[src/dtio_pkg.sv]
// shared constants for the drive terminal i/o logic
package dtio_pkg;
  // output channels and function codes
  localparam int unsigned NUM_OUTS  = 6;
  localparam int unsigned NUM_FUNCS = 42;
  localparam int unsigned FUNC_W    = 6;
  localparam logic [5:0] FC_NONE      = 6'h00;
  localparam logic [5:0] FC_READY     = 6'h01;
  localparam logic [5:0] FC_RUNNING   = 6'h02;
  localparam logic [5:0] FC_RUN_FWD   = 6'h03;
  localparam logic [5:0] FC_RUN_REV   = 6'h04;
  localparam logic [5:0] FC_DC_BRAKE  = 6'h05;
  localparam logic [5:0] FC_ZERO_FREQ = 6'h06;
  localparam logic [5:0] FC_ZERO_RUN  = 6'h07;
  localparam logic [5:0] FC_TORQ_LIM  = 6'h08;
  localparam logic [5:0] FC_FDT_1     = 6'h09;
  localparam logic [5:0] FC_FDT_2     = 6'h0a;
  localparam logic [5:0] FC_ARRIVAL   = 6'h0b;
  localparam logic [5:0] FC_UPPER_LIM = 6'h0c;
  localparam logic [5:0] FC_LOWER_LIM = 6'h0d;
  localparam logic [5:0] FC_WOBBLE    = 6'h0e;
  localparam logic [5:0] FC_DRV_FAULT = 6'h1f;
  localparam logic [5:0] FC_EXT_FAULT = 6'h20;
  // documented default function selections
  localparam logic [5:0] FUNC_DEF_OC_A  = 6'h02;
  localparam logic [5:0] FUNC_DEF_RLY_1 = 6'h1f;
  localparam logic [5:0] FUNC_DEF_OTHER = 6'h00;
  // polarity mask bit positions
  localparam int unsigned POL_OC_A  = 0;
  localparam int unsigned POL_OC_B  = 1;
  localparam int unsigned POL_RLY_1 = 2;
  localparam int unsigned POL_RLY_2 = 3;
  localparam int unsigned POL_RLY_3 = 4;
  localparam int unsigned POL_RLY_4 = 5;
  localparam logic [5:0] POL_RESET  = 6'h00;
  // run wiring modes and fault actions
  localparam logic [1:0] MODE_3W_1   = 2'h2;
  localparam logic [1:0] MODE_3W_2   = 2'h3;
  localparam logic [1:0] FA_COAST    = 2'h0;
  localparam logic [1:0] FA_EMERG    = 2'h1;
  localparam logic [1:0] FA_DECEL    = 2'h2;
  localparam logic [1:0] FA_CONTINUE = 2'h3;
  localparam logic [1:0] FA_RESET    = 2'h0;
  // pin synchroniser depth
  localparam int unsigned SYNC_STAGES = 2;
endpackage

[src/dtio_status_if.sv]
// status condition vector passed to the output selectors
`timescale 1ns/100ps
interface dtio_status_if;
  logic [dtio_pkg::NUM_FUNCS-1:0] cond;
  modport src (output cond);
  modport dst (input cond);
endinterface

[src/dtio_terminal_io.sv]
// drive control terminal logic: three-wire run, fault action, output routing
//
// Operation
// - mode one: no button change keeps direction
// - mode two: run button release changes nothing
// - mode two: direction level, 0 forward, 1 reverse
// - external fault action: coast, emergency, decelerate, continue
// - six outputs each select function code 0-41
// - relays two to four need expansion board
// - code 0 output does nothing
// - code 1: powered, enabled, no fault
// - codes 2-4: running, forward, reverse
// - code 5: dc braking active
// - codes 6-7: zero frequency, stopped or running
// - code 8: torque limit under speed control
// - codes 9-10: frequency level detections
// - code 11: output within arrival width
// - codes 12-13: set at upper / lower limit
// - code 14: wobble exceeds limits, when enabled
// - six-bit mask inverts individual outputs
`timescale 1ns/100ps
module dtio_terminal_io #(
  parameter int unsigned FREQ_W = 16
) (
  // clock and reset
  input  wire logic              sys_clk,
  input  wire logic              reset,
  // terminal pins, high while the contact is closed
  input  wire logic              stop_button,
  input  wire logic              forward_or_run_button,
  input  wire logic              reverse_button,
  input  wire logic              direction_switch,
  input  wire logic              ext_fault_pin,
  // configuration
  input  wire logic [1:0]        run_wiring_mode_sel,
  input  wire logic [1:0]        ext_fault_action_sel,
  input  wire logic [5:0]        oc_out_a_function_sel,
  input  wire logic [5:0]        oc_out_b_function_sel,
  input  wire logic [5:0]        relay_1_function_sel,
  input  wire logic [5:0]        relay_2_function_sel,
  input  wire logic [5:0]        relay_3_function_sel,
  input  wire logic [5:0]        relay_4_function_sel,
  input  wire logic [5:0]        output_polarity_mask,
  input  wire logic              expansion_board_fitted,
  input  wire logic              wobble_function_enable,
  // drive state
  input  wire logic              drive_powered,
  input  wire logic              enable_input_used,
  input  wire logic              enable_input,
  input  wire logic              drive_fault,
  input  wire logic              drive_running,
  input  wire logic              drive_reverse,
  input  wire logic              dc_braking,
  input  wire logic              torque_limit_active,
  input  wire logic              freq_level_detect_1,
  input  wire logic              freq_level_detect_2,
  // frequencies
  input  wire logic [FREQ_W-1:0] output_freq,
  input  wire logic [FREQ_W-1:0] set_freq,
  input  wire logic [FREQ_W-1:0] upper_limit_freq,
  input  wire logic [FREQ_W-1:0] lower_limit_freq,
  input  wire logic [FREQ_W-1:0] zero_freq_level,
  input  wire logic [FREQ_W-1:0] arrival_detect_width,
  input  wire logic [FREQ_W-1:0] wobble_centre_freq,
  input  wire logic [FREQ_W-1:0] wobble_amplitude,
  // run commands
  output logic                   run_cmd_reg,
  output logic                   reverse_cmd_reg,
  // fault action commands
  output logic                   ext_fault_reg,
  output logic                   coast_stop_reg,
  output logic                   emergency_stop_reg,
  output logic                   decel_stop_reg,
  // status outputs
  output logic                   open_collector_out_a,
  output logic                   open_collector_out_b,
  output logic                   relay_out_1,
  output logic                   relay_out_2,
  output logic                   relay_out_3,
  output logic                   relay_out_4
);

  // frequency words beyond this cannot be summed without overflow logic
  if (FREQ_W < 4 || FREQ_W > 30) begin : g_bad_width
    $error("FREQ_W must lie between 4 and 30");
  end

  // a at most b
  function automatic logic at_most(input logic [FREQ_W-1:0] a,
                                   input logic [FREQ_W-1:0] b);
    at_most = (a <= b);
  endfunction

  // distance of a from b no more than w
  function automatic logic in_band(input logic [FREQ_W-1:0] a,
                                   input logic [FREQ_W-1:0] b,
                                   input logic [FREQ_W-1:0] w);
    logic [FREQ_W-1:0] diff;
    diff = '0;
    diff = (a >= b) ? (a - b) : (b - a);
    in_band = at_most(diff, w);
  endfunction

  // synchronised pin levels
  logic [4:0] pins_sync;
  logic       stop_s;
  logic       fwd_s;
  logic       rev_s;
  logic       dir_s;
  logic       fault_s;

  // pins come from the terminal block, asynchronous to sys_clk
  dtio_sync #(
    .WIDTH (5)
  ) u_sync (
    .sys_clk  (sys_clk),
    .reset    (reset),
    .async_in ({ext_fault_pin, direction_switch, reverse_button,
                forward_or_run_button, stop_button}),
    .sync_out (pins_sync)
  );

  assign stop_s  = pins_sync[0];
  assign fwd_s   = pins_sync[1];
  assign rev_s   = pins_sync[2];
  assign dir_s   = pins_sync[3];
  assign fault_s = pins_sync[4];

  // edge detection on synchronised levels
  logic fwd_prev_reg;
  logic rev_prev_reg;
  logic fwd_rise;
  logic rev_rise;

  always_ff @(posedge sys_clk) begin
    if (reset) begin
      fwd_prev_reg <= 1'b0;
      rev_prev_reg <= 1'b0;
    end else begin
      fwd_prev_reg <= fwd_s;
      rev_prev_reg <= rev_s;
    end
  end

  assign fwd_rise = fwd_s && !fwd_prev_reg;
  assign rev_rise = rev_s && !rev_prev_reg;

  // stop by an open normally-closed contact; a broken wire also stops
  logic stop_req;
  logic fault_stop;
  logic three_wire;

  assign stop_req   = !stop_s;
  assign fault_stop = fault_s &&
                      (ext_fault_action_sel != dtio_pkg::FA_CONTINUE);
  assign three_wire = (run_wiring_mode_sel == dtio_pkg::MODE_3W_1) ||
                      (run_wiring_mode_sel == dtio_pkg::MODE_3W_2);

  // run latch and direction; a stop needs a fresh start edge afterwards
  always_ff @(posedge sys_clk) begin
    if (reset) begin
      run_cmd_reg     <= 1'b0;
      reverse_cmd_reg <= 1'b0;
    end else begin
      case (run_wiring_mode_sel)
        dtio_pkg::MODE_3W_1: begin
          if (stop_req || fault_stop) begin
            run_cmd_reg <= 1'b0;
          end else if (fwd_rise) begin
            run_cmd_reg     <= 1'b1;
            reverse_cmd_reg <= 1'b0;
          end else if (rev_rise) begin
            run_cmd_reg     <= 1'b1;
            reverse_cmd_reg <= 1'b1;
          end else begin
            // no edge: direction is held as it is
            reverse_cmd_reg <= reverse_cmd_reg;
          end
        end
        dtio_pkg::MODE_3W_2: begin
          // only a press starts; the button's release falls through
          if (stop_req || fault_stop) begin
            run_cmd_reg <= 1'b0;
          end else if (fwd_rise) begin
            run_cmd_reg <= 1'b1;
          end
          reverse_cmd_reg <= dir_s;
        end
        default: begin
          // two-wire modes are served elsewhere
          run_cmd_reg <= 1'b0;
        end
      endcase
    end
  end

  // fault action strobes follow the synchronised fault level
  always_ff @(posedge sys_clk) begin
    if (reset) begin
      ext_fault_reg      <= 1'b0;
      coast_stop_reg     <= 1'b0;
      emergency_stop_reg <= 1'b0;
      decel_stop_reg     <= 1'b0;
    end else begin
      ext_fault_reg      <= fault_s;
      coast_stop_reg     <= fault_s && (ext_fault_action_sel == dtio_pkg::FA_COAST);
      emergency_stop_reg <= fault_s && (ext_fault_action_sel == dtio_pkg::FA_EMERG);
      decel_stop_reg     <= fault_s && (ext_fault_action_sel == dtio_pkg::FA_DECEL);
    end
  end

  // wobble band against the limits; sums carry one extra bit
  logic [FREQ_W:0] wob_top;
  logic [FREQ_W:0] wob_floor;
  logic            wobble_out;

  assign wob_top    = {1'b0, wobble_centre_freq} + {1'b0, wobble_amplitude};
  assign wob_floor  = {1'b0, lower_limit_freq} + {1'b0, wobble_amplitude};
  assign wobble_out = (wob_top > {1'b0, upper_limit_freq}) ||
                      ({1'b0, wobble_centre_freq} < wob_floor);

  // status conditions indexed by function code
  logic                             zero_freq;
  logic [dtio_pkg::NUM_FUNCS-1:0]   cond;

  assign zero_freq = at_most(output_freq, zero_freq_level);

  always_comb begin
    cond                          = '0;
    cond[dtio_pkg::FC_READY]      = drive_powered && !drive_fault &&
                                    (!enable_input_used || enable_input);
    cond[dtio_pkg::FC_RUNNING]    = drive_running;
    cond[dtio_pkg::FC_RUN_FWD]    = drive_running && !drive_reverse;
    cond[dtio_pkg::FC_RUN_REV]    = drive_running && drive_reverse;
    cond[dtio_pkg::FC_DC_BRAKE]   = dc_braking;
    cond[dtio_pkg::FC_ZERO_FREQ]  = zero_freq;
    cond[dtio_pkg::FC_ZERO_RUN]   = zero_freq && drive_running;
    cond[dtio_pkg::FC_TORQ_LIM]   = torque_limit_active;
    cond[dtio_pkg::FC_FDT_1]      = freq_level_detect_1;
    cond[dtio_pkg::FC_FDT_2]      = freq_level_detect_2;
    cond[dtio_pkg::FC_ARRIVAL]    = in_band(output_freq, set_freq,
                                            arrival_detect_width);
    cond[dtio_pkg::FC_UPPER_LIM]  = at_most(upper_limit_freq, set_freq);
    cond[dtio_pkg::FC_LOWER_LIM]  = at_most(set_freq, lower_limit_freq);
    cond[dtio_pkg::FC_WOBBLE]     = wobble_function_enable && wobble_out;
    cond[dtio_pkg::FC_DRV_FAULT]  = drive_fault;
    cond[dtio_pkg::FC_EXT_FAULT]  = fault_s;
  end

  dtio_status_if st_if ();
  assign st_if.cond = cond;

  // per-channel selection, order matches the polarity mask bits
  logic [5:0] sel_arr [dtio_pkg::NUM_OUTS];
  logic [5:0] usable;
  logic [5:0] out_arr;

  assign sel_arr[dtio_pkg::POL_OC_A]  = oc_out_a_function_sel;
  assign sel_arr[dtio_pkg::POL_OC_B]  = oc_out_b_function_sel;
  assign sel_arr[dtio_pkg::POL_RLY_1] = relay_1_function_sel;
  assign sel_arr[dtio_pkg::POL_RLY_2] = relay_2_function_sel;
  assign sel_arr[dtio_pkg::POL_RLY_3] = relay_3_function_sel;
  assign sel_arr[dtio_pkg::POL_RLY_4] = relay_4_function_sel;
  // relays two to four exist only on the expansion board
  assign usable = {{3{expansion_board_fitted}}, 3'h7};

  for (genvar i = 0; i < dtio_pkg::NUM_OUTS; i++) begin : g_out
    dtio_out_sel u_out (
      .sys_clk  (sys_clk),
      .reset    (reset),
      .func_sel (sel_arr[i]),
      .invert   (output_polarity_mask[i]),
      .usable   (usable[i]),
      .st       (st_if.dst),
      .out_reg  (out_arr[i])
    );
  end

  // terminals are driven straight from the channel flops
  assign open_collector_out_a = out_arr[dtio_pkg::POL_OC_A];
  assign open_collector_out_b = out_arr[dtio_pkg::POL_OC_B];
  assign relay_out_1          = out_arr[dtio_pkg::POL_RLY_1];
  assign relay_out_2          = out_arr[dtio_pkg::POL_RLY_2];
  assign relay_out_3          = out_arr[dtio_pkg::POL_RLY_3];
  assign relay_out_4          = out_arr[dtio_pkg::POL_RLY_4];

  // checks on the run and fault action logic
  a_mode1_hold_dir: assert property (@(posedge sys_clk) disable iff (reset)
    (run_wiring_mode_sel == dtio_pkg::MODE_3W_1) && !fwd_rise && !rev_rise
      |=> $stable(reverse_cmd_reg))
    else $error("mode one direction changed without a button edge");

  a_mode1_rev_start: assert property (@(posedge sys_clk) disable iff (reset)
    (run_wiring_mode_sel == dtio_pkg::MODE_3W_1) && !stop_req && !fault_stop &&
      !fwd_rise && rev_rise |=> run_cmd_reg && reverse_cmd_reg)
    else $error("reverse edge did not start reverse run");

  a_mode2_release: assert property (@(posedge sys_clk) disable iff (reset)
    (run_wiring_mode_sel == dtio_pkg::MODE_3W_2) && !stop_req && !fault_stop &&
      !fwd_s && fwd_prev_reg |=> $stable(run_cmd_reg))
    else $error("run button release changed the run state");

  a_mode2_dir_level: assert property (@(posedge sys_clk) disable iff (reset)
    (run_wiring_mode_sel == dtio_pkg::MODE_3W_2) |=> reverse_cmd_reg == $past(dir_s))
    else $error("direction does not follow the level input");

  a_stop_open: assert property (@(posedge sys_clk) disable iff (reset)
    three_wire && stop_req |=> !run_cmd_reg)
    else $error("open stop contact did not stop the drive");

  a_fault_action: assert property (@(posedge sys_clk) disable iff (reset)
    fault_s && (ext_fault_action_sel == dtio_pkg::FA_DECEL)
      |=> decel_stop_reg && !coast_stop_reg && !emergency_stop_reg)
    else $error("fault action strobe wrong for decelerate");

  a_fault_coast: assert property (@(posedge sys_clk) disable iff (reset)
    fault_s && (ext_fault_action_sel == dtio_pkg::FA_COAST)
      |=> coast_stop_reg && !decel_stop_reg && !emergency_stop_reg)
    else $error("fault action strobe wrong for coast");

  a_fault_continue: assert property (@(posedge sys_clk) disable iff (reset)
    three_wire && run_cmd_reg && !stop_req &&
      (ext_fault_action_sel == dtio_pkg::FA_CONTINUE) |=> run_cmd_reg)
    else $error("continue action dropped the run command");

  // checks on the output path
  a_relay_absent: assert property (@(posedge sys_clk) disable iff (reset)
    !expansion_board_fitted |=> !relay_out_2 && !relay_out_3 && !relay_out_4)
    else $error("expansion relay active without the board");

  a_run_follows: assert property (@(posedge sys_clk) disable iff (reset)
    (oc_out_a_function_sel == dtio_pkg::FC_RUNNING) && !output_polarity_mask[0]
      |=> open_collector_out_a == $past(drive_running))
    else $error("running indication not one cycle behind");

  a_pol_invert: assert property (@(posedge sys_clk) disable iff (reset)
    (relay_1_function_sel == dtio_pkg::FC_DRV_FAULT) && output_polarity_mask[2]
      |=> relay_out_1 == !$past(drive_fault))
    else $error("negative logic not applied to relay one");

  a_reset_idle: assert property (@(posedge sys_clk)
    reset |=> !open_collector_out_a && !open_collector_out_b && !relay_out_1 &&
      !run_cmd_reg)
    else $error("outputs not inactive after reset");
endmodule

[src/dtio_sync.sv]
// two-stage synchroniser for terminal pins
`timescale 1ns/100ps
module dtio_sync #(
  parameter int unsigned WIDTH = 1
) (
  // clock and reset
  input  wire logic             sys_clk,
  input  wire logic             reset,
  // pins and synchronised levels
  input  wire logic [WIDTH-1:0] async_in,
  output logic      [WIDTH-1:0] sync_out
);
  logic [WIDTH-1:0] meta_reg;

  // first stage feeds only the second stage
  always_ff @(posedge sys_clk) begin
    if (reset) begin
      meta_reg <= '0;
      sync_out <= '0;
    end else begin
      meta_reg <= async_in;
      sync_out <= meta_reg;
    end
  end
endmodule

[src/dtio_out_sel.sv]
// one output channel: registered function multiplexer with polarity
`timescale 1ns/100ps
module dtio_out_sel (
  // clock and reset
  input  wire logic        sys_clk,
  input  wire logic        reset,
  // configuration
  input  wire logic [5:0]  func_sel,
  input  wire logic        invert,
  input  wire logic        usable,
  // status conditions
  dtio_status_if.dst       st,
  // terminal drive
  output logic             out_reg
);
  logic idle;

  // code 0, codes beyond the table and absent hardware do nothing
  assign idle = !usable || (func_sel == dtio_pkg::FC_NONE) ||
                (func_sel >= 6'(dtio_pkg::NUM_FUNCS));

  // selected condition, inverted on request, held in a flop
  always_ff @(posedge sys_clk) begin
    if (reset) begin
      out_reg <= 1'b0;
    end else if (idle) begin
      out_reg <= 1'b0;
    end else begin
      out_reg <= st.cond[func_sel] ^ invert;
    end
  end

  a_idle_output: assert property (@(posedge sys_clk) disable iff (reset)
    (func_sel == dtio_pkg::FC_NONE) |=> !out_reg)
    else $error("code 0 output became active");
endmodule

[config.mk]
export PLATFORM = sky130hd
export DESIGN_NAME = dtio_terminal_io
export DESIGN_NICKNAME = d
export VERILOG_FILES = /design/src/dtio_pkg.sv /design/src/dtio_status_if.sv /design/src/dtio_terminal_io.sv /design/src/dtio_sync.sv /design/src/dtio_out_sel.sv
export SDC_FILE = /design/constraint.sdc
export NUM_CORES = 1
export LEC_CHECK = 0
export BUFFER_PORTS_ARGS = -buffer_cell sky130_fd_sc_hd__buf_2
export CAP_MARGIN = 0
export CORE_UTILIZATION = 50
export CTS_CLUSTER_SIZE = 30
export DETAILED_ROUTE_END_ITERATION = 6
export GPL_TIMING_DRIVEN = 0
export PLACE_DENSITY = 0.86
export SLEW_MARGIN = 20
export SYNTH_ARGS = -nofsm -noshare
export SYNTH_HDL_FRONTEND = slang
export SYNTH_SLANG_ARGS = --single-unit
[constraint.sdc]
create_clock -name sys_clk -period 6.8 [get_ports sys_clk]
set_input_delay 1.02 -clock sys_clk [delete_from_list [all_inputs] [get_ports sys_clk]]
set_output_delay 1.02 -clock sys_clk [all_outputs]
set_load 0.05 [all_outputs]
# Word level (Yosys, flattened, before mapping)
# Index checks and enable logic that the tools add are counted.
# op_classes
addsub	4
n_lt_le_gt_ge	19
n_eq_ne	9
n_mux	22
bitwise	6
reduce_logical	47
# ops
op	n
$le A16 B16 Y1	4
$lt A6 B7 Y1 const B	6
$bmux W1 S6	6
$ge A6 B6 Y1 const B	6
$logic_not A6 Y1	6
$add A16 B16 Y17	2
$sub A16 B16 Y16	2
$gt A17 B16 Y1	1
$lt A16 B17 Y1	1
$ge A16 B16 Y1	1
$mux W16	1
$mux W1	13
$logic_and A1 B1 Y1	12
$logic_or A1 B1 Y1	12
$reduce_or A2 Y1	6
$logic_not A1 Y1	7
$eq A2 B2 Y1 const B	3
$xor A1 B1 Y1	6
$ne A2 B2 Y1 const B	2
$ne A4 B3 Y1 const B	1
$pmux W1 S2	2
$ne A3 B2 Y1 const B	1
$ne A3 B3 Y1 const B	1
$reduce_and A3 Y1	1
other kinds (4)	4
# totals
reg_bits	24
inputBits	193
out_inout_bits	12
word_cells	123

# Depth between registers and ports, before layout
# Gate-level depths: netlist of run 1.
# logic_depth
ltp_word	7
ltp_mapped	24
mapped_depth_nobuf	23

# By module
# A second synthesis of run 1 with hierarchy kept.
# hier_totals
hier_cells	1058
area_unflattened_um2	9310.2
# modules_own_cells
module	instances	cells_each	area_per_inst_um2	seq_area_each_um2
dtio_terminal_io	1	768	5744.3	160.2
dtio_out_sel	6	45	550.5	20.0
dtio_sync	1	20	262.8	200.2

# Worst setup path after synthesis of run 1
# Ideal clock, no wire load.
# synth_path
path_kind	input port to flip-flop
from	input output_freq[0]
to	register g_out[2].u_out.out_reg
setup_time_ps	86
arrival_time_ps	5008
t_required_ps	6714
setup_slack_ps	1706
path_stages	24
n_path_buf	1
cell_sequence	inv_1 ha_1 inv_1 fa_1 a21o_1 a21o_1 a2111oi_4 nor2_1 o21ai_1 o21ai_2 buf_6 a211oi_1 a21oi_1 xor2_1 ha_1 and4_1 nand2_1 a221o_1 a21oi_1 a21oi_1 o21ai_0 a21oi_1 a21o_1 a211oi_1
# synth_via
elab_chain_cells	6
# synth_rtl
element	line_no	text
start, declared	dtio_terminal_io.sv:58	input wire logic [FREQ_W-1:0] output_freq,
$sub A16 B16 Y16 or $ge A16 B16 Y1 (tied branches)	dtio_terminal_io.sv:100	diff = (a >= b) ? (a - b) : (b - a);
$mux W16	dtio_terminal_io.sv:100	
$le A16 B16 Y1	dtio_terminal_io.sv:91	at_most = (a <= b);
$bmux W1 S6 (*)	dtio_out_sel.sv:29	out_reg <= st.cond[func_sel] ^ invert;
$mux W1 (implied by the code) (*)	dtio_out_sel.sv:29	
$xor A1 B1 Y1 (*)	dtio_out_sel.sv:29	
end signal, assigned	dtio_out_sel.sv:29	
end, declared	dtio_out_sel.sv:14	output logic out_reg
# Mark *: on every way between the ends. The rest lies on a longest branch, timed or not. The select of a mux whose other input is x is not followed.
# A chain may end at the register's enable or synchronous reset.

# Worst setup path after layout of run 1
# Ends and elaborated chain as after synthesis.

==> impl_metrics.tcl, run 1 <==
set metrics [dict create \
    status "complete, but fails checks" \
    failed_checks "DRC" \
    syn_avg_cell_area_sq_um 7.130 \
    synth-adder-area-share 0.2806 \
    cp.required_ns 6.97 \
    layout-drive-gt1-share 0.1813 \
    rrSetupSlack_ns 5.09 \
    endpoint_kind "flip-flop" \
    layout.nets 1586 \
    worst_setup_path_start_kind "input port" \
    synth_top_family_by_area "compound AO/OA/AOI/OAI gates" \
    clock_latency_ns 0.26 \
    p_leak_uw 0.004533 \
    fp.coreArea_sq_mm 0.01410 \
    min_path_type "flip-flop to flip-flop" \
    synthTopCellsByArea "ha_1 (27%), a21oi_1 (6.7%), dfxtp_1 (6.6%)" \
    detail_route.iter0.violations 646 \
    io-pin-count 205 \
    synth_most_common_cell "ha_1" \
    grt_usage 0.2974 \
    setup_violations 0 \
    cts.sinks 24 \
    first_global_vias 7650 \
    cp_top_family "compound AO/OA/AOI/OAI gates" \
    tightest_slew_ns 0.9180 \
    cp_max_fo 6 \
    layout-area-overhead-vs-synth_pct 18.06 \
    post-route-period-util 0.8736 \
    slowest_delay_ns 0.63 \
    gp_congestion 0.9945 \
    hold_viol 0 \
    dp_slack_ns 0.6548 \
    clock-skew-final_ns 0.003912 \
    synth_warnings 0 \
    synthesis.nets 1383 \
    p_per_area_mw_per_mm2 118.8 \
    yosysSeqAreaShare 0.06555 \
    worstSetupPathType "input port to flip-flop" \
    max-slew-margin-rel 0.3815 \
    portBuffers 198 \
    dp_hpwl_microns 19270 \
    netlist_instances 1028 \
    clock_path_buffers 2 \
    fin_util 0.6139 \
    die_w_microns 123.1 \
    post_cts_resized 0 \
    fillers 1272 \
    grt-ovfl-total 0 \
    timing.setup.tns_ns 0 \
    ctsHtreeMaxLevel 1 \
    rsz0062_at_grt "no" \
    cts_tree "done" \
    fp-row-count 43 \
    fmax_mhz 168.3 \
    synth_cell_types 67 \
    drtAntennaViolNets 0 \
    seqCellArea_sq_um 480.5 \
    grt_pass1_wl_microns 35910 \
    via_per_inst 5.949 \
    antenna_found_initial 1 \
    finalWirelength_microns 22700 \
    synthMuxAreaShare 0.02424 \
    final.setup.worst_slack_ns 0.8595 \
    multi_input_area_sq_mm 0.006264 \
    fp.dieArea_sq_mm 0.01515 \
    syn_area_sq_mm 0.007330 \
    fin_cells 1411 \
    worstPathCellList "buf_2 > inv_1 > ha_1 > inv_1 > fa_1 > a21o_1 > a21o_1 > a2111oi_4 > nor2_1 > o21ai_1 > o21ai_2 > mux2i_1 > o311ai_1 > xor2_1 > ha_1 > and4_1 > nand2_1 > a221o_1 > a21oi_1 > a21oi_1 > o21ai_0 > a21oi_1 > a21o_1 > a211oi_1" \
    async_reset_ff_frac 0 \
    synth-simple-area-share 0.2144 \
    dp_cells 1406 \
    cts_buffers 3 \
    clk_pin_slew_ns 0.06 \
    synth_ff_type "dfxtp_1" \
    maxSlewViolCount 0 \
    wire_per_inst_microns 16.09 \
    min_period_ns 5.941 \
    yosysTopAreaCellShare 0.2697 \
    path_buf_inv 3 \
    cts_root_buf "clkbuf_16" \
    die_h_microns 123.1 \
    yosys_register_bits 24 \
    synth_compound_area_frac 0.2887 \
    largest_reg_flops 6 \
    grt_max_degree 15 \
    ir_drop_mv 0.07514 \
    start_util 0.5200 \
    synth_common_cells "ha_1 (158), inv_1 (126), a21oi_1 (98)" \
    drv_cap 0 \
    synth_edf_count 0 \
    drc 18 \
    worstPathArrival_ns 6.11 \
    post_cts_buffers 0 \
    cpMaxStageDelayCell "a21oi_1" \
    dr.pass1.iters 7 \
    num_vias 8394 \
    synthXorXnorAreaFrac 0.04660 \
    yosysTopAreaCell "ha_1" \
    cts_hold_buf 0 \
]
==> kinds of logic after synthesis <==
group	Yosys count
AO/OA/AOI/OAI	320
XOR/XNOR	39
adder cells (fa/ha/maj)	162
buffers and inverters	153
flip-flops	24
multiplexers	17
AND/OR/NAND/NOR	313
==> path summary, 6_finish.rpt <==
kind	start	endpoint	depth (start not counted)
min	u_sync.meta_reg[1]$_SDFF_PP0_	u_sync.sync_out[1]$_SDFF_PP0_	1
max reg2reg	u_sync.sync_out[4]$_SDFF_PP0_	reverse_cmd_reg$_SDFFE_PP0P_	8
min reg2reg	u_sync.meta_reg[1]$_SDFF_PP0_	u_sync.sync_out[1]$_SDFF_PP0_	1
max	output_freq[0]	g_out[2].u_out.out_reg$_SDFF_PP0_	24
==> routing by layer <==
layer	up-vias	part of all wire	GRT usage
li1	4139	-	-
met1	3747	0.43	0.3934
met2	443	0.43	0.4860
met3	65	0.097	0.03782
met4	0	0.040	0.1227
met5	-	0	0
==> cell usage in the layout, fill, tap and decap left out, drive strengths merged, types with 12 or more instances in the layout <==
cell type  netlist  layout
xnor2           21      21
mux2i           14      14
nor3            18      18
nor2b           34      34
buf              4     202
nand2b          14      14
xor2            18      18
inv            126     126
ha             158     158
a21o            42      42
nand4           18      18
a211oi          15      15
a31oi           14      14
nand2           72      72
o21a            12      12
nand3           26      26
clkbuf          23      26
a21oi           98      98
o21ai           59      59
nor4            13      13
dfxtp           24      24
nor2            81      81
==> area by class of cell <==
type / count / share of cell area
multi-input combinational: 851 / 0.7238
timing repair buffer: 198 / 0.1145
sequential: 24 / 0.05552
inverter: 126 / 0.05466
tap: 180 / 0.02603
buffer: 27 / 0.01301
clock buffer: 3 / 0.008676
clock inverter: 1 / 0.003470
antenna: 1 / 0.0002892
==> where the power goes <==
part / internal, uW / leakage [uW] / switching, uW
combinational: 301 / 0.00428 / 410
sequential: 146 / 0.000197 / 1.48
clock: 117 / 0.0000511 / 51.8
total: 564 / 0.00453 / 463
==> stage by stage <==
stage | instance area (sq um) | power [uW] | hold slack [ns]
finish | 8653 | 1028 | 0.4364
global route | 8651 | 1124 | 0.4561
CTS | 8651 | 1019 | 0.4355
detailed placement | 8546 | 847.3 | 0.4204
global placement | 8546 | 826.3 | 0.4158
floorplan | 7330 | 633.9 | 0.4138
No activity file was read; power rests on OpenSTA's default activity.
==> inputs of run 2 (changes only) <==
--- a/config.mk
+++ b/config.mk
@@ -12,7 +12,9 @@
 export DETAILED_ROUTE_END_ITERATION = 6
 export GPL_TIMING_DRIVEN = 0
 export PLACE_DENSITY = 0.86
+export REMOVE_ABC_BUFFERS = 1
 export SLEW_MARGIN = 20
 export SYNTH_ARGS = -nofsm -noshare
 export SYNTH_HDL_FRONTEND = slang
 export SYNTH_SLANG_ARGS = --single-unit
+export TNS_END_PERCENT = 10
==> impl_metrics.tcl, run 2 (synthesized netlist as in run 1, its figures left out) <==
set metrics [dict create \
    status "completed" \
    largest_reg_flops 6 \
    clk_pin_slew_ns 0.06 \
    worst_setup_path_start_kind "input port" \
    final_cell_mix "buf_2 (204), ha_1 (158), inv_1 (126), a21oi_1 (98), nor2_1 (81)" \
    antenna_found_initial 1 \
    post_cts_buffers 0 \
    cp_max_fo 22 \
    final.setup.worst_slack_ns 0.5937 \
    timing.setup.tns_ns 0 \
    rrSetupSlack_ns 5.36 \
    wire_per_inst_microns 16.05 \
    max-slew-margin-rel 0.2324 \
    layout-drive-gt1-share 0.1861 \
    r2r_cells 6 \
    p_per_area_mw_per_mm2 116.4 \
    fmax_mhz 161.1 \
    io-pin-count 205 \
    clock_path_buffers 2 \
    r2r_end "g_out[3].u_out.out_reg$_SDFF_PP0_" \
    detail_route.iter0.violations 572 \
    crit_start "output_freq[0]" \
    drc 0 \
    clock-skew-final_ns 0.001688 \
    cp.required_ns 6.99 \
    post-route-period-util 0.9127 \
    cts_tree "done" \
    fp.coreArea_sq_mm 0.01410 \
    grt_pass1_wl_microns 35360 \
    fp.dieArea_sq_mm 0.01515 \
    portBuffers 204 \
    die_w_microns 123.1 \
    cts.sinks 24 \
    ctsHtreeMaxLevel 1 \
    worstPathArrival_ns 6.40 \
    crit_path_end "g_out[3].u_out.out_reg$_SDFF_PP0_" \
    first_global_vias 7678 \
    setup_violations 0 \
    rsz0062_at_grt "no" \
    p_leak_uw 0.004504 \
    cts_root_buf "clkbuf_16" \
    layout-area-overhead-vs-synth_pct 16.75 \
    finalWirelength_microns 22320 \
    drtAntennaViolNets 0 \
    cts_buffers 3 \
    endpoint_kind "flip-flop" \
    grt-ovfl-total 0 \
    dp_hpwl_microns 19000 \
    clock_latency_ns 0.26 \
    ir_drop_mv 0.08195 \
    mostFrequentLayoutCell "buf_2" \
    via_per_inst 5.945 \
    maxSlewViolCount 0 \
    r2r_start "u_sync.sync_out[4]$_SDFF_PP0_" \
    cts_hold_buf 0 \
    post_cts_resized 0 \
    grt_max_degree 23 \
    grt_usage 0.2919 \
    start_util 0.5200 \
    fp-row-count 43 \
    gp_congestion 0.9620 \
    die_h_microns 123.1 \
    dp_slack_ns 0.4603 \
    dr.pass1.iters 6 \
    drv_cap 0 \
    fin_util 0.6070 \
    tightest_slew_ns 1.151 \
    hold_viol 0 \
    worst_hold_slack_ns 0.4380 \
    min_period_ns 6.206 \
    layout.nets 1565 \
    worstSetupPathType "input port to flip-flop" \
    min_path_type "flip-flop to flip-flop" \
    num_vias 8270 \
]
-- run 2: worst min-delay path by stage --
| stage | slack [ns] | start | cells past startpoint | end |
|---|---|---|---|---|
| after floorplan | 0.41 | u_sync.meta_reg[0]$_SDFF_PP0_ | 1 | u_sync.sync_out[0]$_SDFF_PP0_ |
| after global placement | 0.42 | u_sync.meta_reg[3]$_SDFF_PP0_ | 1 | u_sync.sync_out[3]$_SDFF_PP0_ |
| after detailed placement | 0.42 | u_sync.meta_reg[1]$_SDFF_PP0_ | 1 | u_sync.sync_out[1]$_SDFF_PP0_ |
| after CTS | 0.44 | u_sync.meta_reg[1]$_SDFF_PP0_ | 1 | u_sync.sync_out[1]$_SDFF_PP0_ |
| after global routing | 0.45 | u_sync.meta_reg[0]$_SDFF_PP0_ | 1 | u_sync.sync_out[0]$_SDFF_PP0_ |
| final | 0.44 | u_sync.meta_reg[1]$_SDFF_PP0_ | 1 | u_sync.sync_out[1]$_SDFF_PP0_ |
-- run 2: through the flow --
| stage | cell area, sq um | total power, uW | cells |
|---|---|---|---|
| global route | 8552 | 1086 | 1389 |
| finish | 8557 | 996.4 | 1391 |
| global placement | 8463 | 819.5 | 1385 |
| CTS | 8552 | 986.3 | 1389 |
| detailed placement | 8463 | 842.0 | 1385 |
| floorplan | 7217 | 621.5 | 1001 |
-- run 2: metal layers --
| metal | global-route usage | share of wire | up-vias |
|---|---|---|---|
| li1 | - | - | 4103 |
| met1 | 0.3604 | 0.43 | 3760 |
| met2 | 0.5144 | 0.46 | 357 |
| met3 | 0.04520 | 0.081 | 48 |
| met4 | 0.09639 | 0.029 | 2 |
| met5 | 0 | 0.00040 | - |
-- run 2: power breakdown --
group          switching [uW]  leakage [uW]  internal [uW]  total, uW
combinational             405       0.00426            300        705
sequential               2.03      0.000197            146        148
clock                    53.0     0.0000442           90.1        143
-- run 2: worst max-delay path: stages --
cell and delay, ns:
buf_2 0.11, inv_1 0.07, ha_1 0.19, inv_1 0.08, fa_1 0.20, a21o_1 0.12, a21o_1 0.21, a2111oi_4 0.09
nor2_1 0.16, o21ai_1 0.12, o21ai_2 0.90, mux2i_1 0.32, o311ai_1 0.43, xor2_1 0.12, ha_1 0.32, and4_1 0.18
nand2_1 0.09, a221o_1 0.27, a21oi_1 0.58, a21oi_1 0.16, mux2i_1 0.22, a32oi_1 0.13, nand3_1 0.12, mux2i_1 0.17
-- run 2: layout make-up --
type / count / area (sq um)
fillers: 1293 / 5539
repair buffers: 204 / 1021
flip-flops and latches: 24 / 480.5
diodes: 2 / 5.005
inverters: 126 / 473.0
clock buffers: 4 / 88.84
multi-input cells: 851 / 6264
well taps: 180 / 225.2
==> inputs of run 3 (changes only) <==
--- a/config.mk
+++ b/config.mk
@@ -13,6 +13,7 @@
 export GPL_TIMING_DRIVEN = 0
 export PLACE_DENSITY = 0.86
 export REMOVE_ABC_BUFFERS = 1
+export SETUP_SLACK_MARGIN = 0.05
 export SLEW_MARGIN = 20
 export SYNTH_ARGS = -nofsm -noshare
 export SYNTH_HDL_FRONTEND = slang
==> constraint.sdc (replaced) <==
create_clock -name sys_clk -period 6.8 [get_ports sys_clk]
set_input_delay 0 -clock sys_clk [delete_from_list [all_inputs] [get_ports sys_clk]]
set_output_delay 0 -clock sys_clk [all_outputs]
set_load 0.05 [all_outputs]
==> impl_metrics.tcl, run 3 (synthesized netlist as in run 1, its figures left out) <==
set metrics [dict create \
    post_cts_resized 0 \
    cts_tree "done" \
    fin_util 0.6117 \
    clk_pin_slew_ns 0.06 \
    n_antenna_cell 0 \
    cts.sinks 24 \
    fp-row-count 43 \
    io-pin-count 205 \
    p_total_uw 1000 \
    layout-drive-gt1-share 0.1850 \
    worstPathArrival_ns 5.38 \
    setup_violations 0 \
    layout.nets 1572 \
    post_cts_buffers 0 \
    worst_setup_path_start_kind "input port" \
    status "completed" \
    fp.coreArea_sq_mm 0.01410 \
    cts_buffers 3 \
    clock_latency_ns 0.26 \
    path_buf_inv 3 \
    gp_congestion 0.9620 \
    grt_max_degree 23 \
    cp.required_ns 6.99 \
    min_path_type "input port to flip-flop" \
    grt-ovfl-total 0 \
    clock-skew-final_ns 0.0009387 \
    grt_pass1_wl_microns 35540 \
    drtAntennaViolNets 0 \
    timing.setup.tns_ns 0 \
    p_per_area_mw_per_mm2 116.0 \
    num_vias 8309 \
    fillers 1283 \
    portBuffers 204 \
    dp_hpwl_microns 19000 \
    post-route-period-util 0.7628 \
    tightest_slew_ns 1.147 \
    worstPathCellList "buf_2 > inv_1 > ha_1 > inv_1 > fa_1 > a21o_1 > a21o_1 > a2111oi_4 > nor2_1 > o21ai_1 > o21ai_2 > mux2i_1 > o311ai_1 > xor2_1 > ha_1 > and4_1 > nand2_1 > a221o_1 > a21oi_1 > a21oi_1 > mux2i_1 > a32oi_1 > nand3_1 > mux2i_1" \
    ir_drop_mv 0.08209 \
    drv_cap 0 \
    die_w_microns 123.1 \
    r2r_end "g_out[3].u_out.out_reg$_SDFF_PP0_" \
    slowest_delay_ns 0.90 \
    hold_end "u_sync.meta_reg[2]$_SDFF_PP0_" \
    ctsHtreeMaxLevel 1 \
    p_leak_uw 0.004533 \
    first_global_vias 7731 \
    drc 0 \
    crit_top_cell "mux2i_1" \
    hold_depth 2 \
    via_per_inst 5.952 \
    detail_route.iter0.violations 627 \
    final_cell_mix "buf_2 (204), ha_1 (158), inv_1 (126), a21oi_1 (98), nor2_1 (81)" \
    grt_usage 0.2936 \
    max-slew-margin-rel 0.2354 \
    cts_hold_buf 7 \
    die_h_microns 123.1 \
    cp_top_family "compound AO/OA/AOI/OAI gates" \
    rsz0062_at_grt "no" \
    dr.pass1.iters 5 \
    min_period_ns 5.187 \
    clock_path_buffers 2 \
    rrSetupSlack_ns 5.32 \
    hold_viol 0 \
    largest_reg_flops 6 \
    endpoint_kind "flip-flop" \
    r2r_start "u_sync.sync_out[4]$_SDFF_PP0_" \
    cts_root_buf "clkbuf_16" \
    cp_max_fo 22 \
    wire_per_inst_microns 16.08 \
    layout-area-overhead-vs-synth_pct 17.63 \
    fmax_mhz 192.8 \
    holdCritStartpoint "reverse_button" \
    worstSetupPathType "input port to flip-flop" \
    cpMaxStageDelayCell "o21ai_2" \
    fp.dieArea_sq_mm 0.01515 \
    antenna_found_initial 1 \
    start_util 0.5200 \
    mostFrequentLayoutCell "buf_2" \
    maxSlewViolCount 0 \
    r2r_cells 6 \
    finalWirelength_microns 22450 \
]
==> run 3: changes by cell type in the layout (fill, tap and decap cells not counted), sizes merged <==
cell / change
diode: -2
dlygate4sd3: +7
==> run 3: layer usage <==
layer,GRT usage,share of wire
met4,0.1002,0.032
met1,0.3604,0.43
met2,0.5179,0.46
met5,0,0.00040
met3,0.04613,0.087
==> run 3: through the flow <==
| step | setup WS (ns) | area, sq um | instances | hold slack, ns |
|---|---|---|---|---|
| after detailed placement | 1.480 | 8463 | 1385 | 0.2128 |
| after global placement | 1.475 | 8463 | 1385 | 0.2068 |
| final | 1.613 | 8622 | 1396 | 0.002914 |
| after CTS | 1.740 | 8622 | 1396 | 0.01198 |
| after global routing | 1.293 | 8622 | 1396 | 0.01743 |
| after floorplan | 2.485 | 7217 | 1001 | 0.07161 |
==> run 3: worst max-delay path by stage <==
| stage | start | endpoint | slack, ns | cells past startpoint |
|---|---|---|---|---|
| 6_report | output_freq[0] | g_out[3].u_out.out_reg$_SDFF_PP0_ | 1.61 | 24 |
| 5_1_grt | output_freq[0] | g_out[2].u_out.out_reg$_SDFF_PP0_ | 1.29 | 24 |
| 4_1_cts | output_freq[0] | g_out[2].u_out.out_reg$_SDFF_PP0_ | 1.74 | 24 |
| 3_5_place_dp | output_freq[0] | g_out[2].u_out.out_reg$_SDFF_PP0_ | 1.48 | 24 |
| 3_3_place_gp | output_freq[0] | g_out[2].u_out.out_reg$_SDFF_PP0_ | 1.48 | 24 |
| 2_1_floorplan | output_freq[0] | g_out[2].u_out.out_reg$_SDFF_PP0_ | 2.48 | 23 |
==> run 3: where the power goes <==
group | internal [uW] | switching (uW)
combinational | 302 | 406
clock | 90.1 | 53.5
sequential | 146 | 2.06
==> run 3: area by class of cell <==
type	instances	area, sq um	share of cell area
sequential	24	480.5	0.05572
tap	180	225.2	0.02612
multi-input combinational	851	6264	0.7265
timing repair buffer	211	1091	0.1265
inverter	126	473.0	0.05485
clock buffer	4	88.84	0.01030
==> run 3: worst reg2reg max path: stages, from the launching register on <==
cell and delay (ns):
dfxtp_1 0.58, nand3_1 0.13, a21oi_1 0.17, a31oi_1 0.07, a31oi_1 0.15, nand3_1 0.13, mux2i_1 0.15
